`src/common/scse_pkg.sv`:
```
// register map, field positions, reset values and counts of the serial control block
package scse_pkg;
	// register indices on the plain register port
	localparam logic [3:0] SCSE_A_CTRL = 4'h0;
	localparam logic [3:0] SCSE_A_MODE = 4'h1;
	localparam logic [3:0] SCSE_A_STAT = 4'h2;
	localparam logic [3:0] SCSE_A_TXD = 4'h3;
	localparam logic [3:0] SCSE_A_SCMODE = 4'h4;
	localparam logic [3:0] SCSE_A_RXD = 4'h5;
	localparam logic [3:0] SCSE_A_IRQ_STAT = 4'h6;
	localparam logic [3:0] SCSE_A_IRQ_MASK = 4'h7;
	localparam logic [3:0] SCSE_A_BAUD = 4'h8;
	// serial_control_reg fields
	localparam int SCSE_B_TX_IRQ_ON = 7;
	localparam int SCSE_B_RX_IRQ_ON = 6;
	localparam int SCSE_B_TX_ON = 5;
	localparam int SCSE_B_RX_ON = 4;
	localparam int SCSE_B_CLOCK_SELECT_HI = 1;
	localparam int SCSE_B_CLOCK_SELECT_LO = 0;
	// serial_mode_reg and smart_card_mode_reg fields
	localparam int SCSE_M_SYNC = 0;
	localparam int SCSE_M_PAR_ON = 1;
	localparam int SCSE_M_PAR_ODD = 2;
	localparam int SCSE_M_SMART_CARD_SELECT = 0;
	// status flags sit in bits 7..3 of serial_status_reg
	localparam int SCSE_STAT_LSB = 3;
	localparam int SCSE_F_TX_BUFFER_EMPTY = 4;
	localparam int SCSE_F_RX_BUFFER_FULL = 3;
	localparam int SCSE_F_OVERRUN_ERROR = 2;
	localparam int SCSE_F_FRAMING_ERROR = 1;
	localparam int SCSE_F_PARITY_ERROR = 0;
	// sticky event bits
	localparam int SCSE_E_TX = 0;
	localparam int SCSE_E_RX = 1;
	localparam int SCSE_E_ERR = 2;
	// reset values
	localparam logic [7:0] SCSE_CTRL_RST = 8'h00;
	localparam logic [7:0] SCSE_BAUD_RST = 8'h0f;
	localparam logic [4:0] SCSE_FLAGS_RST = 5'h10;
	// clock select codes
	localparam logic [1:0] SCSE_CKS_OUT = 2'h1;
	// counts
	localparam logic [3:0] SCSE_OS_LAST = 4'hf;
	localparam logic [3:0] SCSE_OS_MID = 4'h7;
	localparam logic [2:0] SCSE_SCK_HALF = 3'h7;
	localparam logic [3:0] SCSE_CNT_ONE = 4'h1;
	localparam logic [3:0] SCSE_TX_CNT_SYNC = 4'h9;
	localparam logic [3:0] SCSE_TX_CNT_ASYNC = 4'ha;
	localparam logic [3:0] SCSE_TX_CNT_PAR = 4'hb;
	localparam logic [3:0] SCSE_RX_LAST_SYNC = 4'h7;
	localparam logic [3:0] SCSE_RX_LAST = 4'h8;
	localparam logic [3:0] SCSE_RX_LAST_PAR = 4'h9;

	typedef enum logic [2:0] {
		SCSE_RX_IDLE = 3'b001,
		SCSE_RX_START = 3'b010,
		SCSE_RX_DATA = 3'b100
	} scse_rx_type;
endpackage

```
`src/scse_baud_div.sv`:
```
// divider that makes the sixteen-times bit-rate enable pulse
`timescale 1ns/100ps
`default_nettype none
module scse_baud_div
	import scse_pkg::*;
#(
	parameter int WIDTH = 8
) (
	// clock and reset
	input wire logic clk_i,
	input wire logic rst_b_i,
	// control
	input wire logic en_i,
	input wire logic [WIDTH-1:0] div_i,
	// one-cycle pulse every div_i+1 cycles
	output logic tick_o
);
	typedef struct packed {
		logic [WIDTH-1:0] cnt;
		logic tick;
	} scse_div_type;

	scse_div_type q, d;

	always_comb begin
		d = q;
		d.tick = 1'b0;
		if (!en_i) begin
			d.cnt = '0;
		end else if (q.cnt >= div_i) begin
			d.cnt = '0;
			d.tick = 1'b1;
		end else begin
			d.cnt = q.cnt + 1'b1;
		end
	end

	always_ff @(posedge clk_i or negedge rst_b_i) begin
		if (!rst_b_i) begin
			q <= '0;
		end else begin
			q <= d;
		end
	end

	assign tick_o = q.tick;
endmodule
`default_nettype wire

```
`src/scse_ctrl.sv`:
```
// serial control: clock source select, enables, flags and interrupt requests
// Summary of operation
// - async 00: baud generator, pin released
// - async 01: baud generator, bit clock out
// - async 1X: pin clock, sixteen times rate
// - sync 0X: internal clock driven on pin
// - sync 1X: pin is bit clock input
// - smart card select changes control meanings
// - transmit request only while enable bit 7
// - transmit request drops on flag clear
// - receive requests only while enable bit 6
// - receive requests drop on flag clear
// - transmit starts after data written, flag cleared
// - transmit off holds buffer-empty flag high
// - receive starts on start bit or clock
// - receive off keeps receive flags
//
// Local design decisions: the register addresses and the address-and-strobe port.
`timescale 1ns/100ps
`default_nettype none
module scse_ctrl
	import scse_pkg::*;
#(
	parameter int DIV_WIDTH = 8
) (
	// clock and reset
	input wire logic CLK_I,
	input wire logic RST_B_I,
	// register port
	input wire logic [3:0] ADDR_I,
	input wire logic [7:0] WDATA_I,
	input wire logic WR_I,
	input wire logic RD_I,
	output logic [7:0] RDATA_O,
	// serial pins
	input wire logic RXD_I,
	output logic TXD_O,
	input wire logic SCK_I,
	output logic SCK_O,
	output logic SCK_OE_B_O,
	// interrupt requests
	output logic TX_DATA_IRQ_O,
	output logic RX_DATA_IRQ_O,
	output logic RX_ERROR_IRQ_O,
	output logic IRQ_O
);
	typedef struct packed {
		logic [7:0] ctrl;
		logic [7:0] mode;
		logic [7:0] scmode;
		logic [7:0] baud;
		logic [7:0] tx_data;
		logic [7:0] rdr;
		logic [7:0] rdata;
		logic [4:0] flags;
		logic [4:0] arm;
		logic [2:0] irq_stat;
		logic [2:0] irq_mask;
		logic rxd_m;
		logic rxd_s;
		logic sck_m;
		logic sck_s;
		logic sck_prev;
		logic sck;
		logic [2:0] sck_div;
		logic tx_busy;
		logic [10:0] tx_sh;
		logic [3:0] tx_cnt;
		logic [3:0] tx_os;
		scse_rx_type rx_st;
		logic [9:0] rx_sh;
		logic [3:0] rx_cnt;
		logic [3:0] rx_os;
	} scse_state_type;

	localparam scse_state_type ST_RST = '{
		ctrl: SCSE_CTRL_RST,
		baud: SCSE_BAUD_RST,
		flags: SCSE_FLAGS_RST,
		rxd_m: 1'b1,
		rxd_s: 1'b1,
		// pin rests high: a low start here would fake a rising edge
		sck_m: 1'b1,
		sck_s: 1'b1,
		sck_prev: 1'b1,
		sck: 1'b1,
		tx_sh: '1,
		rx_st: SCSE_RX_IDLE,
		default: '0
	};

	scse_state_type q, d;
	logic div_tick, div_en, os_tick, rise, fall;
	logic sm, sync_m, ext, sck_run, drive, tx_step;
	logic tx_ev, rx_done, rx_err, rx_complete, par_bit;
	logic [1:0] cks;
	logic [9:0] rx_new;
	logic [7:0] rx_data;

	scse_baud_div #(
		.WIDTH(DIV_WIDTH)
	) scse_baud_div_i (
		.clk_i(CLK_I),
		.rst_b_i(RST_B_I),
		.en_i(div_en),
		.div_i(q.baud[DIV_WIDTH-1:0]),
		.tick_o(div_tick)
	);

	always_comb begin
		d = q;
		d.rdata = 8'h00;
		tx_ev = 1'b0;
		rx_done = 1'b0;
		rx_err = 1'b0;
		rx_complete = 1'b0;
		tx_step = 1'b0;
		rx_data = 8'h00;
		d.rxd_m = RXD_I;
		d.rxd_s = q.rxd_m;
		d.sck_m = SCK_I;
		d.sck_s = q.sck_m;
		d.sck_prev = q.sck_s;
		// smart card mode has no external clock and no synchronous mode
		sm = q.scmode[SCSE_M_SMART_CARD_SELECT];
		sync_m = q.mode[SCSE_M_SYNC] & ~sm;
		cks = {q.ctrl[SCSE_B_CLOCK_SELECT_HI], q.ctrl[SCSE_B_CLOCK_SELECT_LO]};
		ext = cks[1] & ~sm;
		div_en = ~ext;
		os_tick = ext ? (q.sck_s & ~q.sck_prev) : div_tick;
		// master clock runs whenever a synchronous transfer may be under way
		if (sync_m) begin
			sck_run = ~ext & (q.tx_busy | q.ctrl[SCSE_B_RX_ON]);
			drive = ~cks[1];
		end else begin
			sck_run = (cks == SCSE_CKS_OUT);
			drive = sck_run;
		end
		if (!sck_run) begin
			d.sck_div = 3'h0;
			d.sck = 1'b1;
		end else if (div_tick) begin
			d.sck_div = q.sck_div + 3'h1;
			if (q.sck_div == SCSE_SCK_HALF) begin
				d.sck = ~q.sck;
			end
		end
		if (ext) begin
			rise = q.sck_s & ~q.sck_prev;
			fall = ~q.sck_s & q.sck_prev;
		end else begin
			rise = sck_run & div_tick & (q.sck_div == SCSE_SCK_HALF) & ~q.sck;
			fall = sck_run & div_tick & (q.sck_div == SCSE_SCK_HALF) & q.sck;
		end
		// register reads
		if (RD_I) begin
			unique case (ADDR_I)
				SCSE_A_CTRL: d.rdata = q.ctrl;
				SCSE_A_MODE: d.rdata = q.mode;
				SCSE_A_STAT: begin
					d.rdata = {q.flags, 3'h0};
					d.arm = q.arm | q.flags;
				end
				SCSE_A_TXD: d.rdata = q.tx_data;
				SCSE_A_SCMODE: d.rdata = q.scmode;
				SCSE_A_RXD: d.rdata = q.rdr;
				SCSE_A_IRQ_STAT: begin
					d.rdata = {5'h00, q.irq_stat};
					d.irq_stat = 3'h0;
				end
				SCSE_A_IRQ_MASK: d.rdata = {5'h00, q.irq_mask};
				SCSE_A_BAUD: d.rdata = q.baud;
				default: d.rdata = 8'h00;
			endcase
		end
		// register writes; flags clear only after being read as 1
		if (WR_I) begin
			unique case (ADDR_I)
				SCSE_A_CTRL: d.ctrl = WDATA_I;
				SCSE_A_MODE: d.mode = WDATA_I;
				SCSE_A_STAT: d.flags = q.flags &
					~(q.arm & ~WDATA_I[7:SCSE_STAT_LSB]);
				SCSE_A_TXD: d.tx_data = WDATA_I;
				SCSE_A_SCMODE: d.scmode = WDATA_I;
				SCSE_A_IRQ_MASK: d.irq_mask = WDATA_I[2:0];
				SCSE_A_BAUD: d.baud = WDATA_I;
				default: d.ctrl = q.ctrl;
			endcase
		end
		// transmitter
		par_bit = (^q.tx_data) ^ q.mode[SCSE_M_PAR_ODD];
		if (!q.ctrl[SCSE_B_TX_ON]) begin
			d.flags[SCSE_F_TX_BUFFER_EMPTY] = 1'b1;
			d.tx_busy = 1'b0;
			d.tx_sh = '1;
		end else if (!q.tx_busy) begin
			if (!q.flags[SCSE_F_TX_BUFFER_EMPTY]) begin
				d.tx_busy = 1'b1;
				d.flags[SCSE_F_TX_BUFFER_EMPTY] = 1'b1;
				tx_ev = 1'b1;
				d.tx_os = 4'h0;
				if (sync_m) begin
					d.tx_sh = {2'b11, q.tx_data, 1'b1};
					d.tx_cnt = SCSE_TX_CNT_SYNC;
				end else if (q.mode[SCSE_M_PAR_ON]) begin
					d.tx_sh = {1'b1, par_bit, q.tx_data, 1'b0};
					d.tx_cnt = SCSE_TX_CNT_PAR;
				end else begin
					d.tx_sh = {2'b11, q.tx_data, 1'b0};
					d.tx_cnt = SCSE_TX_CNT_ASYNC;
				end
			end
		end else begin
			tx_step = sync_m ? fall : (os_tick & (q.tx_os == SCSE_OS_LAST));
			if (!sync_m && os_tick) begin
				d.tx_os = q.tx_os + 4'h1;
			end
			if (tx_step) begin
				if (q.tx_cnt == SCSE_CNT_ONE) begin
					d.tx_busy = 1'b0;
					d.tx_sh = '1;
				end else begin
					d.tx_sh = {1'b1, q.tx_sh[10:1]};
					d.tx_cnt = q.tx_cnt - 4'h1;
				end
			end
		end
		// receiver
		rx_new = {q.rxd_s, q.rx_sh[9:1]};
		if (!q.ctrl[SCSE_B_RX_ON]) begin
			d.rx_st = SCSE_RX_IDLE;
			d.rx_cnt = 4'h0;
		end else if (sync_m) begin
			if (rise) begin
				d.rx_sh = rx_new;
				d.rx_cnt = q.rx_cnt + 4'h1;
				if (q.rx_cnt == SCSE_RX_LAST_SYNC) begin
					d.rx_cnt = 4'h0;
					rx_complete = 1'b1;
					rx_data = rx_new[9:2];
				end
			end
		end else begin
			unique case (q.rx_st)
				SCSE_RX_IDLE: begin
					if (os_tick && !q.rxd_s) begin
						d.rx_st = SCSE_RX_START;
						d.rx_os = 4'h0;
					end
				end
				SCSE_RX_START: begin
					if (os_tick) begin
						d.rx_os = q.rx_os + 4'h1;
						if (q.rx_os == SCSE_OS_MID) begin
							d.rx_os = 4'h0;
							d.rx_cnt = 4'h0;
							// a short glitch is not a start bit
							d.rx_st = q.rxd_s ? SCSE_RX_IDLE : SCSE_RX_DATA;
						end
					end
				end
				SCSE_RX_DATA: begin
					if (os_tick) begin
						d.rx_os = q.rx_os + 4'h1;
						if (q.rx_os == SCSE_OS_LAST) begin
							d.rx_sh = rx_new;
							d.rx_cnt = q.rx_cnt + 4'h1;
							if (q.rx_cnt == (q.mode[SCSE_M_PAR_ON] ?
								SCSE_RX_LAST_PAR : SCSE_RX_LAST)) begin
								d.rx_st = SCSE_RX_IDLE;
								rx_complete = 1'b1;
								rx_data = q.mode[SCSE_M_PAR_ON] ?
									rx_new[7:0] : rx_new[8:1];
							end
						end
					end
				end
				default: d.rx_st = SCSE_RX_IDLE;
			endcase
		end
		// completion: a full buffer is kept and the new byte is lost
		if (rx_complete) begin
			if (q.flags[SCSE_F_RX_BUFFER_FULL]) begin
				d.flags[SCSE_F_OVERRUN_ERROR] = 1'b1;
				rx_err = 1'b1;
			end else begin
				d.rdr = rx_data;
				d.flags[SCSE_F_RX_BUFFER_FULL] = 1'b1;
				rx_done = 1'b1;
				if (!sync_m) begin
					d.flags[SCSE_F_FRAMING_ERROR] = ~rx_new[9];
					d.flags[SCSE_F_PARITY_ERROR] =
						q.mode[SCSE_M_PAR_ON] & (rx_new[8] !=
						((^rx_new[7:0]) ^ q.mode[SCSE_M_PAR_ODD]));
					rx_err = ~rx_new[9] | d.flags[SCSE_F_PARITY_ERROR];
				end
			end
		end
		// hardware set wins over a clear in the same cycle
		d.irq_stat[SCSE_E_TX] = d.irq_stat[SCSE_E_TX] | tx_ev;
		d.irq_stat[SCSE_E_RX] = d.irq_stat[SCSE_E_RX] | rx_done;
		d.irq_stat[SCSE_E_ERR] = d.irq_stat[SCSE_E_ERR] | rx_err;
		d.arm = d.arm & d.flags;
	end

	always_ff @(posedge CLK_I or negedge RST_B_I) begin
		if (!RST_B_I) begin
			q <= ST_RST;
		end else begin
			q <= d;
		end
	end

	assign RDATA_O = q.rdata;
	assign TXD_O = q.tx_sh[0];
	assign SCK_O = q.sck;
	assign SCK_OE_B_O = ~drive;
	assign TX_DATA_IRQ_O = q.flags[SCSE_F_TX_BUFFER_EMPTY] &
		q.ctrl[SCSE_B_TX_IRQ_ON];
	assign RX_DATA_IRQ_O = q.flags[SCSE_F_RX_BUFFER_FULL] &
		q.ctrl[SCSE_B_RX_IRQ_ON];
	assign RX_ERROR_IRQ_O = |q.flags[SCSE_F_OVERRUN_ERROR:0] &
		q.ctrl[SCSE_B_RX_IRQ_ON];
	assign IRQ_O = |(q.irq_stat & q.irq_mask);

	pin_release_a: assert property (@(posedge CLK_I) disable iff (!RST_B_I)
		(!q.mode[SCSE_M_SYNC] && cks == 2'h0) |-> SCK_OE_B_O)
		else $error("clock pin driven in released setting");
	// a register write may change the setting under the next edge
	async_clk_out_a: assert property (@(posedge CLK_I)
		disable iff (!RST_B_I)
		(!WR_I && !sync_m && cks == SCSE_CKS_OUT && div_tick &&
		q.sck_div == SCSE_SCK_HALF) |=>
		(!SCK_OE_B_O && SCK_O != $past(SCK_O)))
		else $error("bit clock not toggled on pin");
	ext_clk_in_a: assert property (@(posedge CLK_I) disable iff (!RST_B_I)
		(cks[1] && !sm) |-> (SCK_OE_B_O && !div_en))
		else $error("external clock setting drives pin");
	sync_out_a: assert property (@(posedge CLK_I) disable iff (!RST_B_I)
		(sync_m && !cks[1]) |-> !SCK_OE_B_O)
		else $error("sync internal clock not driven");
	tx_req_gate_a: assert property (@(posedge CLK_I) disable iff (!RST_B_I)
		$rose(TX_DATA_IRQ_O) |-> q.ctrl[SCSE_B_TX_IRQ_ON] &&
		q.flags[SCSE_F_TX_BUFFER_EMPTY])
		else $error("transmit request without enable");
	rx_req_gate_a: assert property (@(posedge CLK_I) disable iff (!RST_B_I)
		(RX_DATA_IRQ_O || RX_ERROR_IRQ_O) |-> q.ctrl[SCSE_B_RX_IRQ_ON])
		else $error("receive request without enable");
	empty_clear_a: assert property (@(posedge CLK_I) disable iff (!RST_B_I)
		(WR_I && ADDR_I == SCSE_A_STAT && q.ctrl[SCSE_B_TX_ON] &&
		q.arm[SCSE_F_TX_BUFFER_EMPTY] &&
		!WDATA_I[SCSE_STAT_LSB + SCSE_F_TX_BUFFER_EMPTY]) |=>
		(!q.flags[SCSE_F_TX_BUFFER_EMPTY] && !TX_DATA_IRQ_O))
		else $error("armed clear of empty flag ignored");
	tx_start_a: assert property (@(posedge CLK_I) disable iff (!RST_B_I)
		(!WR_I && q.ctrl[SCSE_B_TX_ON] &&
		!q.flags[SCSE_F_TX_BUFFER_EMPTY] && !q.tx_busy) |=>
		(q.tx_busy && q.flags[SCSE_F_TX_BUFFER_EMPTY] && TXD_O == sync_m))
		else $error("transmission did not start");
	tx_off_a: assert property (@(posedge CLK_I) disable iff (!RST_B_I)
		!q.ctrl[SCSE_B_TX_ON] |=>
		(q.flags[SCSE_F_TX_BUFFER_EMPTY] && !q.tx_busy && TXD_O))
		else $error("empty flag not held while transmit off");
	start_bit_a: assert property (@(posedge CLK_I) disable iff (!RST_B_I)
		(q.ctrl[SCSE_B_RX_ON] && !sync_m && q.rx_st == SCSE_RX_IDLE &&
		os_tick && !q.rxd_s) |=> q.rx_st == SCSE_RX_START)
		else $error("start bit not taken");
	rx_flags_keep_a: assert property (@(posedge CLK_I)
		disable iff (!RST_B_I)
		(!q.ctrl[SCSE_B_RX_ON] && !(WR_I && ADDR_I == SCSE_A_STAT)) |=>
		$stable(q.flags[SCSE_F_RX_BUFFER_FULL:0]))
		else $error("receive flags changed while receive off");
endmodule
`default_nettype wire

```
`config.mk`:
```
export PLATFORM = sky130hd
export DESIGN_NAME = scse_ctrl
export DESIGN_NICKNAME = d
export VERILOG_FILES = /design/src/common/scse_pkg.sv /design/src/scse_baud_div.sv /design/src/scse_ctrl.sv
export SDC_FILE = /design/constraint.sdc
export NUM_CORES = 1
export LEC_CHECK = 0
export BUFFER_PORTS_ARGS = -buffer_cell sky130_fd_sc_hd__buf_2
export CAP_MARGIN = 10
export CORE_MARGIN = 2
export CORE_UTILIZATION = 60
export CTS_CLUSTER_DIAMETER = 100
export DETAILED_ROUTE_END_ITERATION = 12
export GPL_TIMING_DRIVEN = 0
export MAX_ROUTING_LAYER = met4
export PLACE_DENSITY = 0.85
export REMOVE_ABC_BUFFERS = 1
export SLEW_MARGIN = 20
export SYNTH_ARGS = -nofsm -noshare
export SYNTH_HDL_FRONTEND = slang
export SYNTH_HIERARCHICAL = 1
export SYNTH_SLANG_ARGS = --single-unit
```
`constraint.sdc`:
```
create_clock -name CLK_I -period 3.01 [get_ports CLK_I]
set_input_delay 0.4515 -clock CLK_I [delete_from_list [all_inputs] [get_ports CLK_I]]
set_output_delay 0.4515 -clock CLK_I [all_outputs]
set_load 0.02 [all_outputs]
```
==> run summary, run 1 <==
After detailed routing, the number of vias per cell comes to 6.36. 33 I/O pins were placed. In this run, post-CTS repair resized a total of 0 instances. The synthesized instance count was 666; the final count of negative-setup-slack endpoints was 0.

The proportion of register bits with asynchronous set or reset after synthesis was 100%; the count of distinct cell types in the synthesized netlist was 74. The run gives 44.1% as the met2 track utilization from global routing. The wire-length estimate of the detail-placed layout is 11000 µm.

The first global-routing pass estimated 26900 µm of wire. After floorplanning, the core was divided into 39 placement rows. The placed instances occupy a cell area of 7130 µm².

The logs give 0 for the count of hold buffers inserted by post-cts repair and 47.3% for the sequential share of the synthesized area. No sink is reached through more buffers than the 2 on the longest clock path. The total power divided by cell area is 684 nW/µm².

The final critical delay including setup and external delays came out at 2700 ps. The area of the mapped netlist is 6950 µm². The first routing iteration left 423 violations. Buffers inserted during clock tree synthesis total 17. Including well taps, the total number of placed cells is 802.

Counting flops with a built-in enable in the synthesized netlist gives 0. The internal power of the cells totals 3.73 mW. In the final layout, the share of cells above drive strength 1 is 23.2%. For the worst setup path, the data arrival time is 3010 ps.

The run gives 0 as the buffer count from post-CTS setup fixing. The layer carrying the most global-route usage was met2. TritonCTS built the clock tree. The cell type with the largest total area after synthesis is dfrtp_1. Registers are responsible for 43.2% of the overall power. The finished layout holds 834 standard cells, fillers aside.

The portion of the clock cycle consumed by the worst path in the final layout was 89.8%. For this run the aggregate overflow at the end of global routing stands at 0. The setup TNS came out at 0 ps. In this run switching power makes up 29.1% of total power. After floorplanning, the core was sized to cover 11400 µm².

Clock skew on the completed layout was measured at 7.81 ps. The floorplan step defined a die boundary enclosing 12500 µm². The flow ran to the end, but the final reports show violations. The top flip-flop cell by instance count after synthesis was dfrtp_1. The critical path required time came out at 3320 ps. Number of H-tree levels: 4. The final-stage net count was 712. The final worst hold slack came out at -3.20 ps.

In this run the mean area of a mapped cell was 10.4 µm². Entering global routing, the biggest net connects 75 pins. Cells fill 67.7% of the core in the end. For the setup slack of the critical path after layout, the log shows 307 ps. Number of synthesis warnings: 6. Setup repair after global routing left no endpoint under its margin.

For the headroom to the max-slew limit, the log shows 37.0%. Initial antenna violation count: 0. After synthesis, the largest area contributor takes up 38.6% of total cell area.

After clock tree synthesis, the clock-pin slew on the worst setup and hold paths is 50 ps. Ranked by instance count, the synthesized netlist is headed by dfrtp_1 (107), mux2_2 (60), nand2_1 (60), o21ai_0 (50), nor2_1 (40). Path category of the worst min-delay check: in -> async. The starting density of the core came out at 61.1%. Power comes to 5.26 mW. The die boundary width came out at 112 µm. Startpoint type of the worst setup path: a flop.

Summed over all cells, the static leakage comes to 3.43 nW. Once detail routing completed, the nets flagged for antenna violations numbered 0. From synthesis to final layout, the design area changed by 10.8%. The tools report the number of antenna repair diodes as 0. The critical path is of the reg -> reg type. For this run, design rule violations remaining after detail routing come to 0.

Sorting the synthesized cells by area gives the leading types as dfrtp_1 (39%), mux2_2 (9.7%), dfstp_2 (8.7%). Max-cap violations in this run came to 0. The number of pins exceeding their max-slew limit in the final report is 0.

The clock tree root driver cell was clkbuf_16. STA classifies the critical path endpoint as a flop. VDD sags by at most 0.000518 V. The cell area after layout was 7690 µm². The largest individual stage delay along the critical path comes from the cell nor2b_1. Via count of the first global-routing pass: 5355. Of all nets on the critical path, the largest fanout is 10. For the worst-skew pair, the clock arrives at the later sink with an insertion delay of 420 ps.

Prior to clock tree synthesis, the placed netlist has a worst setup slack of 99.9 ps. The largest single stage delay on the critical path is 570 ps. At the end of routability-driven placement, the weighted congestion stood at 0.886.

During placement, the flow inserted port buffers numbering 32. The run gives 130 as the TritonCTS sink count. The library cell with the highest instance count after synthesis is dfrtp_1. Combinational logic is responsible for 19.7% of the overall power.

Total count of hold-check failures in the final report: 11. The checks that failed: negative hold slack. Summing over every cut layer, the via total after detailed routing is 5301. After detailed routing, the average wire length per cell comes to 18.9 µm. Summed over all nets, the switching power comes to 1.53 mW. Derived from the worst setup path, the maximum achievable clock frequency is 370 MHz.

The die height is 112 µm, and the number of synthesized register bits is 130. The run gives 37.1% as the share of total power in the clock network. The signal on the critical path passes through nor2b_2 -> a32o_1 -> nor2b_1 -> nand2b_4 -> nand2_4 -> a22o_1. Wires add up to 15700 µm. Routing usage on met3: 6.37%. Global routing used 35.5% of the available met1 tracks. The detailed-router iteration count before antenna repair is 5. The combined global-route utilization of all metal layers was 28.0%. The measured slew at the worst slew-check pin was 942 ps.
## final cells by class
| type | instances | area (µm²) |
|---|---|---|
| inverter | 22 | 82.6 |
| fill | 817 | 3670 |
| clock inverter | 4 | 47.5 |
| tap | 143 | 179 |
| multi-input combinational | 474 | 3390 |
| sequential | 130 | 3280 |
| timing repair buffer | 33 | 194 |
| clock buffer | 28 | 517 |
## cells by family after synthesis
group | after synthesis | share of synthesized area (%)
adders and majority gates | 16 | 2.88
DFF | 130 | 47.3
muxes | 78 | 12.3
AOI/OAI and AO/OA | 141 | 14.4
xor gates and xnor gates | 27 | 3.60
buffers and inverters | 62 | 4.00
and+or+nand+nor | 212 | 15.5
## layer usage
layer,up-vias,routed length (µm)
li1,2434,-
met1,2635,6570
met5,-,0
met2,198,7870
met3,34,957
met4,0,349
## registers in the layout, indices dropped and copies added, names as in the netlist
name and flops:
RDATA_O 8, TXD_O 1, scse_baud_div_i/tick_o 1, scse_baud_div_i/q 8
cks 2, SCK_O 1, q 106, d 3
## power groups by stage
stage	combinational, mW	clock, mW	sequential (mW)
finish	1.04	1.95	2.27
global route	1.14	2.05	2.31
CTS	1.04	1.98	2.26
detailed placement	1.03	0	2.29
global placement	0.980	0	2.27
floorplan	0.785	0	2.20
## critical path, delay by kind of cell, from the launching register on
family	cells	cell delay, ps
simple gates	4	1410
compound gates	2	680
flops	1	480
## worst paths after layout
path / slack [ps] / depth (start not counted) / to / from
max: 310 / 6 / q[81] / q[106]
min: -3 / 1 / q[5] / RST_B_I
max reg2reg: 310 / 6 / q[81] / q[106]
min reg2reg: 360 / 0 / q[48] / d[48]
max in group asynchronous: 2220 / 2 / q[93] / RST_B_I
min in group CLK_I: 120 / 1 / d[46] / SCK_I
## cell usage in the layout (no fill, tap or decap), types with 5 or more instances in the layout
| master | instances |
|---|---|
| dfrtp_1 | 107 |
| a21oi_1 | 17 |
| nor3_1 | 8 |
| a31oi_1 | 5 |
| clkbuf_8 | 5 |
| nor2_1 | 40 |
| a22o_1 | 22 |
| mux2i_1 | 18 |
| nand4_1 | 16 |
| xnor2_1 | 20 |
| clkbuf_16 | 17 |
| a222oi_1 | 5 |
| dfstp_2 | 23 |
| mux2_2 | 60 |
| nand2b_1 | 7 |
| ha_1 | 16 |
| o21ai_0 | 50 |
| and2_1 | 6 |
| buf_2 | 31 |
| inv_1 | 22 |
| nor2b_1 | 7 |
| and3_1 | 6 |
| nand3_1 | 35 |
| nand2_1 | 60 |
| xor2_1 | 6 |
| clkbuf_1 | 6 |
No activity file was read; power rests on OpenSTA's default activity.
==> inputs of run 2 (changes only) <==
--- a/config.mk
+++ b/config.mk
@@ -18,5 +18,4 @@
 export SLEW_MARGIN = 20
 export SYNTH_ARGS = -nofsm -noshare
 export SYNTH_HDL_FRONTEND = slang
-export SYNTH_HIERARCHICAL = 1
 export SYNTH_SLANG_ARGS = --single-unit
==> run summary, run 2 <==
The headroom to the max-slew limit was 35.0% (was 37.0%). The area taken by flip-flops and latches was 3280 µm² (unchanged); the post-route core utilization was 68.2% (was 67.7%). The routed wire length came out at 16000 µm (was 15700 µm).

The number of synthesized register bits is 130 (unchanged). Detailed-router iteration count before antenna repair: 6 (was 5). The tools report the combined global-route utilization of all metal layers as 27.3% (was 28.0%). The logs give 33 (unchanged) for the count of pins on the block boundary and 75 (unchanged) for the maximum number of pins on one net before global-route repair. The synthesized instance count was 671 (was 666); the non-filler instance count after layout was 840 (was 834). Final critical delay including setup and external delays: 2620 ps (was 2700 ps). The count of routing violations after the opening detailed-route iteration was 475 (was 423); the die boundary width was 112 µm (about the same). The critical path class is reg -> reg (unchanged).

The number of pins exceeding their max-slew limit in the final report was 0 (unchanged); the number of buffers added on ports was 32 (unchanged). The measured slew at the worst slew-check pin was 974 ps (was 942 ps); the area of the multi-input gates was 3390 µm² (about the same). The run gives 39 (unchanged) as the total number of placement rows. The cell at the slowest stage of the critical path is dfrtp_1 (was nor2b_1).

The via count came out at 5295 (was 5301). The largest family of logic cells by synthesized area was simple AND/OR/NAND/NOR gates (unchanged). The cell area after layout is 7750 µm² (was 7690 µm²). The initial antenna violation count is 0 (unchanged).

The tools report the final-stage net count as 718 (was 712). The run finished with clean final reports. The total power divided by cell area was 698 nW/µm² (was 684 nW/µm²); the fraction of synthesized cell area taken by the top area cell type was 38.4% (was 38.6%). The arrival time of the worst setup path was 2940 ps (was 3010 ps).

The run gives 47.0% (was 47.3%) as the sequential share of the synthesized area. The path category of the worst min-delay check was in -> reg (was in -> async). The total instance count after detailed placement is 807 (was 802), and the number of synthesized flops with an enable pin is 0 (unchanged). The number of buffer and inverter stages on the critical path is 0 (unchanged), and the final count of negative-setup-slack endpoints is 0 (unchanged). The clock latency at the later pin of the worst-skew pair was 430 ps (was 420 ps). The logs give 10900 µm (was 11000 µm) for the detailed placement HPWL and 390 ps (was 307 ps) for the setup slack of the critical path after layout. Synth top cells by count: dfrtp_1 (107), nand2_1 (63), o21ai_0 (55), mux2_2 (48), nor2_1 (30) (was dfrtp_1 (107), mux2_2 (60), nand2_1 (60), o21ai_0 (50), nor2_1 (40)). The peak supply drop was 0.000588 V (was 0.000518 V). Most flop-heavy register: q (unchanged).

The number of antenna repair diodes came out at 0 (unchanged). The share of cell area taken by muxes after synthesis came out at 11.5% (was 12.3%). The kind of cell adding the most delay to the critical path is compound AO/OA/AOI/OAI gates (was simple AND/OR/NAND/NOR gates). The worst-case clock buffer depth is 2 (unchanged), and the post-cts gate resize count is 0 (unchanged). The tools report the via count of the first global-routing pass as 5214 (was 5355).

The final worst hold slack was 119 ps (was -3.20 ps); the adder-cell share of the synthesized area was 2.87% (was 2.88%). The worst hold path depth was 1. The logs give 130 (unchanged) for the TritonCTS sink count and 12500 µm² (about the same) for the die area. The area fraction in and, or, nand and nor cells after synthesis is 15.9% (was 15.5%). TritonCTS built the clock tree. The run gives 390 ps (was 310 ps) as the slack of the worst reg-to-reg path. The tools report the type of element capturing the critical path as a flop (unchanged). Library cell with the highest instance count after synthesis: dfrtp_1 (unchanged).

The per-instance average area after synthesis was 10.4 µm² (about the same); the count of nets left with antenna violations after detail routing was 0 (unchanged). The proportion of layout cells with a drive suffix above 1 is 21.8% (was 23.2%), and the final setup skew is 6.97 ps (was 7.81 ps). For the worst slack after detailed placement, the log shows 435 ps (was 99.9 ps).

Commonest non-fill, non-tap cell in the layout: dfrtp_1 (unchanged). The area of the mapped netlist was 6980 µm² (was 6950 µm²). The top flip-flop cell by instance count after synthesis was dfrtp_1 (unchanged). The area of the core is 11400 µm² (unchanged). The portion of the clock cycle consumed by the worst path in the final layout was 87.0% (was 89.8%).

Area contributors post-synth: dfrtp_1 (38%), dfstp_2 (8.7%), mux2_2 (7.7%) (was dfrtp_1 (39%), mux2_2 (9.7%), dfstp_2 (8.7%)). The die height works out to 112 µm (about the same). The tools report the routability-driven placement congestion ratio as 0.885 (was 0.886). The startpoint type of the worst setup path is a flop (unchanged).

Ordered list of cells on the worst path: nor4b_2 -> a211o_4 -> o32a_4 -> a21oi_4 -> a31oi_1 -> a31o_1 (was nor2b_2 -> a32o_1 -> nor2b_1 -> nand2b_4 -> nand2_4 -> a22o_1). The clock edge transition at the registers on the reported setup and hold paths was 60 ps (was 50 ps). Synthesized-area fraction occupied by ao, oa, aoi and oai cells: 15.0% (was 14.4%). The starting density of the core is 61.4% (was 61.1%), and the largest fanout on the critical path is 24 (was 10). Leftover overflow at the end of global routing: 0 (unchanged).

The clock tree root driver cell is clkbuf_16 (unchanged). The number of buffers created by CTS is 17 (unchanged), and the total count of hold-check failures in the final report is 0 (was 11). The number of H-tree levels was 4 (unchanged); the xor/xnor share of the synthesized area was 3.34% (was 3.60%).

The post-detailed-route wirelength per cell was 19.0 µm (was 18.9 µm); the count of distinct cell types in the synthesized netlist was 70 (was 74). The number of filler instances in the final layout came out at 815 (was 817). The run gives 3.37 nW (was 3.43 nW) as the static power due to leakage. The total placed instance area is 7150 µm² (was 7130 µm²), and the first-pass GRT wire length is 26000 µm (was 26900 µm). The flip-flop count of the largest register, all copies and words added came out at 106 (unchanged). The number of maximum-capacitance constraint violations was 0 (unchanged); the maximum frequency from static timing analysis was 382 MHz (was 370 MHz).

Setup repair after global routing left no endpoint under its margin. Most frequent cells in the layout: dfrtp_1 (107), nand2_1 (63), o21ai_0 (55) (was dfrtp_1 (107), nand2_1 (60), mux2_2 (60)). The number of synthesis warnings is 0 (was 6), and the setup TNS is 0 ps (unchanged). The area growth from synthesis to layout was 11.1% (was 10.8%). The detailed-route vias per instance is 6.30 (was 6.36). The delay of the slowest cell on the worst path was 710 ps (was 570 ps); the critical path required time was 3330 ps (was 3320 ps). For the post-route DRC violation count, the log shows 0 (unchanged). The overall power after layout was 5.41 mW (was 5.26 mW); the logic depth of the worst path, buffers included was 6 (unchanged). The number of cells traversed by the worst register-to-register path is 6 (unchanged).

Cell type with the largest total area after synthesis: dfrtp_1 (unchanged). The proportion of register bits with asynchronous set or reset after synthesis works out to 100% (unchanged).
## run 2: kinds of logic (layout without fill, tap and decap cells)
kind of cell	Yosys count	after routing
AOI/OAI and AO/OA	155	155
xor gates and xnor gates	25	25
adders and majority gates	16	16
buffers and inverters	65	91
DFF	130	130
muxes	73	73
and+or+nand+nor	207	207
## run 2: what timing repair did
action,4_1_cts,5_1_grt
setup buffers,0,0
endpoints found under the hold margin,3,0
hold buffers,1,0
## run 2: area by class of cell
| cell class | instances | area share (%) |
|---|---|---|
| Clock buffer | 20 | 5.89 |
| Clock inverter | 12 | 1.78 |
| Inverter | 24 | 1.16 |
| Multi-Input combinational cell | 476 | 43.8 |
| Sequential cell | 130 | 42.3 |
| Tap cell | 143 | 2.31 |
| Timing Repair Buffer | 35 | 2.73 |
## run 2: path summary, 6_finish.rpt
| kind | to | startpoint |
|---|---|---|
| max | q[27] | q[118] |
| min reg2reg | q[48] | d[48] |
| min in group asynchronous | q[27] | RST_B_I |
| min | d[46] | SCK_I |
| max reg2reg | q[27] | q[118] |
| max in group asynchronous | q[93] | RST_B_I |
## run 2: report_power, final
group	total (mW)	internal, mW	switching, mW
combinational	1.03	0.476	0.551
sequential	2.31	2.01	0.303
clock	2.08	1.33	0.748
## run 2: layer usage
layer	up-vias	track usage, %	wire length, µm
met2	173	42.2	7830
met5	-	-	0
li1	2443	-	-
met1	2637	34.8	6810
met3	42	6.37	839
met4	0	11.7	496
